<file path="config.mk">
export PLATFORM = sky130hd
export DESIGN_NAME = rpm_regmap
export DESIGN_NICKNAME = d
export VERILOG_FILES = /design/src/rtl/rpm_pkg.sv /design/src/rtl/rpm_addr_decode.sv /design/src/rtl/rpm_regmap.sv
export SDC_FILE = /design/constraint.sdc
export NUM_CORES = 1
export LEC_CHECK = 0
export ABC_AREA = 1
export BUFFER_PORTS_ARGS = -buffer_cell sky130_fd_sc_hd__buf_2
export CAP_MARGIN = 20
export CORE_ASPECT_RATIO = 0.5
export CORE_MARGIN = 2
export CORE_UTILIZATION = 50
export DETAILED_ROUTE_END_ITERATION = 16
export GPL_TIMING_DRIVEN = 0
export PLACE_DENSITY = 0.73
export SKIP_LAST_GASP = 1
export SLEW_MARGIN = 20
export SYNTH_ARGS = -nofsm -noshare
export SYNTH_HDL_FRONTEND = slang
export SYNTH_SLANG_ARGS = --single-unit
</file>
<file path="constraint.sdc">
create_clock -name clock -period 4.8 [get_ports clock]
set_clock_uncertainty 0.1 [all_clocks]
set_input_delay 0 -clock clock [delete_from_list [all_inputs] [get_ports clock]]
set_output_delay 0 -clock clock [all_outputs]
set_load 0.02 [all_outputs]
</file>
<file path="src/rtl/rpm_pkg.sv">
package rpm_pkg;

	// ********************************************************
	// Register offsets and field positions
	// ********************************************************
	localparam logic [7:0] ADDR_TGT      = 8'h00;
	localparam logic [7:0] ADDR_RST      = 8'h01;
	localparam logic [7:0] ADDR_STS      = 8'h04;
	localparam logic [7:0] ADDR_CSI_PAGE = 8'h32;
	localparam logic [7:0] ADDR_RX_PAGE  = 8'h4c;
	localparam logic [7:0] CSI_LO        = 8'h33;
	localparam logic [7:0] CSI_HI        = 8'h3a;
	localparam logic [7:0] AEQ_LO        = 8'h40;
	localparam logic [7:0] AEQ_HI        = 8'h45;
	localparam logic [7:0] RX_LO         = 8'h46;
	localparam logic [7:0] RX_HI         = 8'h7f;
	localparam logic [7:0] CSIDBG_LO     = 8'h90;
	localparam logic [7:0] CSIDBG_HI     = 8'h9f;
	localparam logic [7:0] IND_LO        = 8'hb0;
	localparam logic [7:0] IND_HI        = 8'hbf;
	localparam logic [7:0] RXDBG_LO      = 8'hd0;
	localparam logic [7:0] RXDBG_HI      = 8'hdf;
	localparam logic [7:0] RXID_LO       = 8'hf0;
	localparam logic [7:0] RXID_HI       = 8'hf5;
	localparam logic [7:0] PORTI2C_LO    = 8'hf8;
	localparam logic [7:0] PORTI2C_HI    = 8'hfb;
	localparam int TGT_OVR_BIT   = 0;
	localparam int RST_LOGIC_BIT = 0;
	localparam int RST_FULL_BIT  = 1;
	localparam int RST_ROM_BIT   = 2;
	localparam int STS_DONE_BIT  = 6;
	localparam int STS_CKSUM_BIT = 7;
	localparam int CSI_WR_BIT    = 0;
	localparam int CSI_RD_BIT    = 4;

	// ********************************************************
	// Reset values and timing
	// ********************************************************
	localparam logic [7:0] CSI_PAGE_RST = 8'h01;
	localparam logic [7:0] RX_PAGE_RST  = 8'h0f;
	localparam int CLK_NS           = 25;
	localparam int SOFT_RST_NS      = 200;
	localparam int SOFT_RST_CYC     = (SOFT_RST_NS + CLK_NS - 1) / CLK_NS;
	localparam logic [3:0] SOFT_RST_CNT = 4'(SOFT_RST_CYC);
	localparam logic [1:0] STRAP_SETTLE = 2'h3;

	// ********************************************************
	// Types
	// ********************************************************
	typedef enum logic [2:0] {
		RG_SHARED = 3'h0,
		RG_CSI    = 3'h1,
		RG_RX     = 3'h2,
		RG_RXDBG  = 3'h3,
		RG_RSVD   = 3'h4,
		RG_LOCAL  = 3'h5
	} rpm_region_e;

	typedef enum logic [1:0] {
		ST_IDLE = 2'h0,
		ST_EXT  = 2'h1,
		ST_ANS  = 2'h2
	} rpm_state_e;

	typedef struct packed {
		logic       valid;
		logic       write;
		logic [7:0] addr;
		logic [7:0] wdata;
	} rpm_req_s;

	typedef struct packed {
		logic       valid;
		logic       src;
		logic [7:0] rdata;
	} rpm_rsp_s;

	typedef struct packed {
		logic        valid;
		logic        write;
		rpm_region_e region;
		logic [1:0]  rd_sel;
		logic [3:0]  wr_mask;
		logic [7:0]  addr;
		logic [7:0]  wdata;
	} rpm_ext_s;

endpackage

</file>
<file path="src/rtl/rpm_addr_decode.sv">
`timescale 1ns/10ps
// Sorts an 8-bit register address into its region of the map
module rpm_addr_decode (
	input  wire logic [7:0]          addr,   // Register address
	output rpm_pkg::rpm_region_e     region  // Region it falls in
);

	// ********************************************************
	// Range decode
	// ********************************************************
	// Page selectors and the reset, status and address registers live here
	always_comb begin
		if (addr == rpm_pkg::ADDR_TGT || addr == rpm_pkg::ADDR_RST ||
		    addr == rpm_pkg::ADDR_STS || addr == rpm_pkg::ADDR_CSI_PAGE ||
		    addr == rpm_pkg::ADDR_RX_PAGE)
			region = rpm_pkg::RG_LOCAL;
		else if (addr < rpm_pkg::ADDR_CSI_PAGE)
			region = rpm_pkg::RG_SHARED;
		else if (addr >= rpm_pkg::CSI_LO && addr <= rpm_pkg::CSI_HI)
			region = rpm_pkg::RG_CSI;
		else if (addr >= rpm_pkg::AEQ_LO && addr <= rpm_pkg::AEQ_HI)
			region = rpm_pkg::RG_SHARED;
		else if (addr >= rpm_pkg::RX_LO && addr <= rpm_pkg::RX_HI)
			region = rpm_pkg::RG_RX;
		else if ((addr >= rpm_pkg::CSIDBG_LO && addr <= rpm_pkg::CSIDBG_HI) ||
		         (addr >= rpm_pkg::IND_LO && addr <= rpm_pkg::IND_HI) ||
		         (addr >= rpm_pkg::RXID_LO && addr <= rpm_pkg::RXID_HI) ||
		         (addr >= rpm_pkg::PORTI2C_LO && addr <= rpm_pkg::PORTI2C_HI))
			region = rpm_pkg::RG_SHARED;
		else if (addr >= rpm_pkg::RXDBG_LO && addr <= rpm_pkg::RXDBG_HI)
			region = rpm_pkg::RG_RXDBG;
		else
			region = rpm_pkg::RG_RSVD;
	end

endmodule // rpm_addr_decode

</file>
<file path="src/rtl/rpm_regmap.sv">
`timescale 1ns/10ps
// Functional notes
// - Local target port and every link control channel reach all registers.
// - 0x33-0x3A: transmitter page, read if 0x32[4]=0, write if 0x32[0]=1.
// - 0x46-0x7F: rx page; reads port 0x4C[5:4], writes all set in 0x4C[3:0].
// - 0xD0-0xDF use same 0x4C read select and write enables as the rx page.
// - 0x00[7:1] shows the live address, the read-only strap while bit 0 is 0.
// - With 0x00 bit 0 set, the field is writable and is the answered address.
// - 0x01 bit 2 restarts the ROM load, self-clears; init done marks the end.
// - 0x01 bit 1 resets logic and all registers to defaults, self-clears.
// - 0x01 bit 0 resets logic, keeps registers, self-clears; 0 does nothing.
// - The init-done flag in 0x04 is set when the fuse ROM load has finished.
module rpm_regmap (
	input  wire logic             clock,             // 40 MHz clock
	input  wire logic             nrst,              // Async reset, active low
	input  rpm_pkg::rpm_req_s     loc_req,           // Local target port access
	input  rpm_pkg::rpm_req_s     link_req,          // Control channel access
	output rpm_pkg::rpm_rsp_s     rsp,               // Answer, src 0 local 1 link
	output rpm_pkg::rpm_ext_s     ext,               // Access to paged/shared banks
	input  wire logic [7:0]       ext_rdata,         // Read data from those banks
	input  wire logic [6:0]       strap_addr,        // Address strap pins
	input  wire logic             rom_done,          // ROM load finished, pulse
	input  wire logic             rom_cksum_ok,      // ROM checksum good
	output logic [6:0]            own_target_address, // Answered address
	output logic                  logic_reset,       // Digital logic reset
	output logic                  rom_reload_request, // Start ROM load, pulse
	output logic                  init_done          // ROM load complete
);

	// ********************************************************
	// State
	// ********************************************************
	typedef struct packed {
		rpm_pkg::rpm_state_e  st;
		rpm_pkg::rpm_region_e region;
		logic                 issued;
		rpm_pkg::rpm_rsp_s    rsp;
		rpm_pkg::rpm_ext_s    ext;
		logic [6:0]           strap_s1;
		logic [6:0]           strap_s2;
		logic [6:0]           strap_val;
		logic [1:0]           strap_cnt;
		logic                 strap_done;
		logic [6:0]           prog_addr;
		logic                 override;
		logic [6:0]           own_addr;
		logic [7:0]           page_csi;
		logic [7:0]           page_rx;
		logic [3:0]           rst_cnt;
		logic                 logic_rst;
		logic                 rom_req;
		logic                 done;
		logic                 cksum;
	} rpm_state_s;

	rpm_state_s           st_reg;
	rpm_state_s           st_next;
	rpm_pkg::rpm_req_s    req;
	rpm_pkg::rpm_region_e dec_region;
	logic                 take;
	logic                 take_src;

	// ********************************************************
	// Arbitration and decode
	// ********************************************************
	// Local port wins a tie; the loser waits holding its request
	assign take_src = !loc_req.valid;
	assign req      = take_src ? link_req : loc_req;
	assign take     = st_reg.st == rpm_pkg::ST_IDLE && st_reg.strap_done &&
	                  st_reg.rst_cnt == 4'h0 &&
	                  (loc_req.valid || link_req.valid);

	rpm_addr_decode rpm_addr_decode_inst (
		.addr   (req.addr),
		.region (dec_region)
	);

	// ********************************************************
	// Next state
	// ********************************************************
	always_comb begin
		st_next = st_reg;
		st_next.rsp.valid = 1'b0;
		st_next.rom_req = 1'b0;
		st_next.ext.valid = 1'b0;
		// Second stage is the only reader of the first
		st_next.strap_s1 = strap_addr;
		st_next.strap_s2 = st_reg.strap_s1;
		// Catch the strap once the synchroniser has settled, then load ROM
		if (!st_reg.strap_done) begin
			if (st_reg.strap_cnt == rpm_pkg::STRAP_SETTLE) begin
				st_next.strap_done = 1'b1;
				st_next.strap_val = st_reg.strap_s2;
				st_next.rom_req = 1'b1;
				st_next.done = 1'b0;
			end else begin
				st_next.strap_cnt = st_reg.strap_cnt + 2'h1;
			end
		end
		if (st_reg.rst_cnt != 4'h0)
			st_next.rst_cnt = st_reg.rst_cnt - 4'h1;
		unique case (st_reg.st)
			rpm_pkg::ST_IDLE: begin
				if (take) begin
					st_next.region = dec_region;
					st_next.rsp.src = take_src;
					st_next.rsp.rdata = 8'h00;
					st_next.ext.write = req.write;
					st_next.ext.region = dec_region;
					st_next.ext.addr = req.addr;
					st_next.ext.wdata = req.wdata;
					st_next.ext.rd_sel = 2'h0;
					st_next.ext.wr_mask = 4'h1;
					st_next.issued = 1'b1;
					unique case (dec_region)
						rpm_pkg::RG_CSI: begin
							// Only port 0 exists in this page
							st_next.issued = req.write ?
								st_reg.page_csi[rpm_pkg::CSI_WR_BIT] :
								!st_reg.page_csi[rpm_pkg::CSI_RD_BIT];
						end
						rpm_pkg::RG_RX, rpm_pkg::RG_RXDBG: begin
							st_next.ext.rd_sel = st_reg.page_rx[5:4];
							st_next.ext.wr_mask = st_reg.page_rx[3:0];
							st_next.issued = !req.write ||
								st_reg.page_rx[3:0] != 4'h0;
						end
						rpm_pkg::RG_SHARED: st_next.issued = 1'b1;
						default: st_next.issued = 1'b0;
					endcase
					if (dec_region == rpm_pkg::RG_LOCAL) begin
						st_next.issued = 1'b0;
						st_next.st = rpm_pkg::ST_ANS;
						st_next.rsp.valid = 1'b1;
						if (req.write) begin
							unique case (req.addr)
								rpm_pkg::ADDR_TGT: begin
									st_next.override = req.wdata[rpm_pkg::TGT_OVR_BIT];
									if (req.wdata[rpm_pkg::TGT_OVR_BIT])
										st_next.prog_addr = req.wdata[7:1];
								end
								rpm_pkg::ADDR_RST: begin
									if (req.wdata[rpm_pkg::RST_FULL_BIT]) begin
										// Defaults back, logic held, ROM reloaded
										st_next.override = 1'b0;
										st_next.prog_addr = 7'h00;
										st_next.page_csi = rpm_pkg::CSI_PAGE_RST;
										st_next.page_rx = rpm_pkg::RX_PAGE_RST;
										st_next.rst_cnt = rpm_pkg::SOFT_RST_CNT;
										st_next.rom_req = 1'b1;
										st_next.done = 1'b0;
									end else if (req.wdata[rpm_pkg::RST_LOGIC_BIT]) begin
										st_next.rst_cnt = rpm_pkg::SOFT_RST_CNT;
									end
									if (req.wdata[rpm_pkg::RST_ROM_BIT]) begin
										st_next.rom_req = 1'b1;
										st_next.done = 1'b0;
									end
								end
								rpm_pkg::ADDR_CSI_PAGE: st_next.page_csi = req.wdata;
								rpm_pkg::ADDR_RX_PAGE:  st_next.page_rx = req.wdata;
								default: ;
							endcase
						end else begin
							unique case (req.addr)
								rpm_pkg::ADDR_TGT:
									st_next.rsp.rdata = {st_reg.own_addr,
									                     st_reg.override};
								rpm_pkg::ADDR_STS:
									st_next.rsp.rdata = {st_reg.cksum,
									                     st_reg.done, 6'h00};
								rpm_pkg::ADDR_CSI_PAGE:
									st_next.rsp.rdata = st_reg.page_csi;
								rpm_pkg::ADDR_RX_PAGE:
									st_next.rsp.rdata = st_reg.page_rx;
								// Self-clearing reset bits always read zero
								default: st_next.rsp.rdata = 8'h00;
							endcase
						end
					end else begin
						st_next.st = rpm_pkg::ST_EXT;
						st_next.ext.valid = st_next.issued;
					end
				end
			end
			rpm_pkg::ST_EXT: begin
				// Banks answer in the cycle the access is presented
				st_next.rsp.valid = 1'b1;
				st_next.rsp.rdata = (st_reg.issued && !st_reg.ext.write) ?
				                    ext_rdata : 8'h00;
				st_next.st = rpm_pkg::ST_ANS;
			end
			rpm_pkg::ST_ANS: st_next.st = rpm_pkg::ST_IDLE;
			default: st_next.st = rpm_pkg::ST_IDLE;
		endcase
		// Load completion wins over a clear in the same cycle
		if (rom_done) begin
			st_next.done = 1'b1;
			st_next.cksum = rom_cksum_ok;
		end
		st_next.own_addr = st_next.override ? st_next.prog_addr :
		                   st_next.strap_val;
		st_next.logic_rst = st_next.rst_cnt != 4'h0;
	end

	// ********************************************************
	// Registers
	// ********************************************************
	// Strap value is caught on the fourth clock after release, not by reset
	always_ff @(posedge clock or negedge nrst) begin
		if (!nrst) begin
			st_reg <= '0;
			st_reg.page_csi <= rpm_pkg::CSI_PAGE_RST;
			st_reg.page_rx <= rpm_pkg::RX_PAGE_RST;
		end else begin
			st_reg <= st_next;
		end
	end

	assign rsp                = st_reg.rsp;
	assign ext                = st_reg.ext;
	assign own_target_address = st_reg.own_addr;
	assign logic_reset        = st_reg.logic_rst;
	assign rom_reload_request = st_reg.rom_req;
	assign init_done          = st_reg.done;
endmodule // rpm_regmap

</file>
==> flow_summary.ini <==
[status]
outcome = finished, final reports clean

[sta]
min_period_ns = 2.514
fmax_ghz = 0.3978
rsz0062_at_grt = no
timing.final.crit_share_pct = 52.37
worstMarginPinSlew_ns = 0.9896
fin_worst_hold_slack_ns = 0.008232
slew_headroom_pct = 33.33
setup-tns-final_ns = 0
slew_violations = 0
final-setup-viol-count = 0
hold_viol_final = 0

[setup_path]
worstPathCellList = dlygate4sd3_1 -> buf_2 -> nand2_1 -> nand2_2 -> dlygate4sd3_1 -> inv_2 -> nand2_2 -> nor2_4 -> nand2_1 -> nor2_2 -> o211ai_1 -> a31o_2
crit_fanout = 8
rr_worst_depth = 13
arrival_ns = 2.66
criticalPathCategory = input pin to flip-flop
cp-end-kind = flip-flop
start_kind = input pin
crit_slowest_cell = dlygate4sd3_1
max_stage_delay_ns = 0.57
r2r_slack_ns = 2.46
rr_startpoint = st_reg[4]
timing.rr.end = logic_reset
required_ns = 4.95

[grt]
grt_overflow = 0
grt_pass1_vias = 4312
grt_max_degree = 57
grt_usage_pct = 23.59
grt_pass1_wl_microns = 21070
grt_antenna_before_repair = 0

[finish]
layout.nets = 834
areaGrowthSynthToFinish_pct = 25.25
largest_register_ffs = 49
diodes = 0
final_common_cell = nand2_1
drive_gt1_share_pct = 29.92
final_cell_mix = nand2_1, buf_2, dfrtp_1
fin_cells = 922

[clock_tree]
tritoncts = done
post_cts_resized = 0
clock_latency_ns = 0.35
post-cts-setup-buffers = 0
cts_buffer_depth = 2
cts.sinks = 103
clkTransAtPathRegs_ns = 0.08
numCtsBuffers = 9
htree_levels = 3
clock-root-buffer = clkbuf_16
cts_hold_buffers = 30

[worst_hold_path]
holdCritPathClass = input pin to flip-flop
hold_end = ext[9]
min_from = loc_req[9]
holdPathStages = 5

[logic_synthesis]
synth_ff_type = dfrtp_1
synth_simple_gate_area_share_pct = 26.88
syn_area_sq_um = 5303
ys_warn_count = 0
synth-xor-area-share_pct = 0.3303
synth-edff-count = 0
avgSynthCellArea_sq_um = 8.351
netlist_instances = 635
synth_compound_area_share_pct = 9.344
synth_top_family_by_area = simple AND/OR/NAND/NOR gates
synthAdderAreaFrac_pct = 0.4719
muxShareOfSynthArea_pct = 1.699
ys_async_sr_fraction_pct = 100.0
synthesis.nets = 692
synthDistinctLibCells = 39
seq_area_frac_synth_pct = 48.73
synth_seq_cells = 103

[drt]
dr_total_vias = 4521
ant_nets = 0
drt-total-wl_microns = 12600
via_per_inst = 4.903
drc = 0
dr.pass1.iters = 5
wl_per_cell_microns = 13.66
drtIter0Drc = 300

[power_and_ir_drop]
p_leak_nw = 3.510
internal_power_mw = 1.902
p_sw_share_pct = 36.50
power_frac_clock_pct = 25.8
p_per_area_nw_per_um2 = 450.9
irDropWorstVdd_uv = 187.7
sequentialPowerShare_pct = 38.4
power.switching_mw = 1.093
power_mw = 2.994
power_frac_comb_pct = 35.7

[die]
die_h_microns = 76.82
rows = 26
ioPinCount = 102
die_area_sq_um = 11500
core_region_area_sq_um = 10250
initial_utilization_pct = 51.75
die_x_microns = 149.6

[placement]
place_hpwl_microns = 9242
gp_congestion = 0.8769
dp_cells = 876
io_buffers = 100

[flow_run]
max-cap-violations = 0
==> synthesized netlist by cell type (4+ instances only) <==
cell type	count	area, sq um
nand2_1	222	833.3
dfrtp_1	98	2452
buf_4	47	352.8
inv_1	40	150.1
nand3_1	35	175.2
nor2_1	32	120.1
o21ai_0	31	155.2
o21ai_1	13	65.06
o211ai_1	11	82.58
inv_2	10	37.54
nand2_2	10	62.56
o31ai_1	10	75.07
mux2_2	8	90.09
clkbuf_1	7	26.28
buf_6	5	56.30
dfstp_2	5	131.4
nand4_1	5	31.28
nor2_2	5	31.28
o21ai_2	5	43.79
nand2_4	4	45.04
==> power groups by stage <==
stage                     combinational, mW  clock, mW  sequential, mW
final                                  1.07      0.774            1.15
after floorplan                       0.781          0            1.14
after global routing                   1.19      0.820            1.17
after CTS                              1.08      0.785            1.15
after global placement                 1.03          0            1.16
after detailed placement               1.06          0            1.17
==> how the worst max path moves through the flow <==
stage                 startpoint               endpoint
finish              link_req[12]              init_done
global placement            nrst                ext[11]
floorplan              st_reg[4]             st_reg[14]
global route        link_req[12]  own_target_address[2]
CTS                 link_req[12]  own_target_address[3]
detailed placement     st_reg[4]            logic_reset
==> layout make-up <==
| type | count | area [sq um] |
|---|---|---|
| buffer | 63 | 465.4 |
| multi-input combinational | 417 | 2053 |
| clock buffer | 9 | 225.2 |
| sequential | 103 | 2584 |
| clock inverter | 7 | 103.9 |
| timing repair buffer | 131 | 834.6 |
| inverter | 52 | 200.2 |
| tap | 140 | 175.2 |
| fill | 902 | 3606 |
==> cell families after synthesis <==
logic type | Yosys count
flops | 103
buf+inv | 115
compound gates | 79
xor+xnor | 2
mux | 8
fa+ha+maj | 2
simple gates | 326
==> worst max-delay path, delay by kind of cell <==
kind	cells	cell delay, ns
and+or+nand+nor	6	0.87
AOI/OAI and AO/OA	2	0.49
buffers and inverters	4	1.31
==> metal layers <==
layer | up-vias | track usage [%] | routed length [microns]
li1 | 2280 | - | -
met1 | 2119 | 33.44 | 5986
met2 | 112 | 37.20 | 5866
met3 | 10 | 4.940 | 638
met4 | 0 | 6.000 | 108
met5 | - | 0 | 0
==> stage by stage <==
| step | util [%] | worst slack, ns | area [sq um] |
|---|---|---|---|
| final | 64.81 | 2.286 | 6641 |
| after global routing | 64.81 | 2.110 | 6641 |
| after CTS | 64.81 | 2.331 | 6641 |
| after detailed placement | 58.67 | 2.443 | 6012 |
| after global placement | 58.34 | 2.512 | 5978 |
| after floorplan | - | 2.853 | 5303 |
Note: power is estimated with default switching activity, not from simulation.
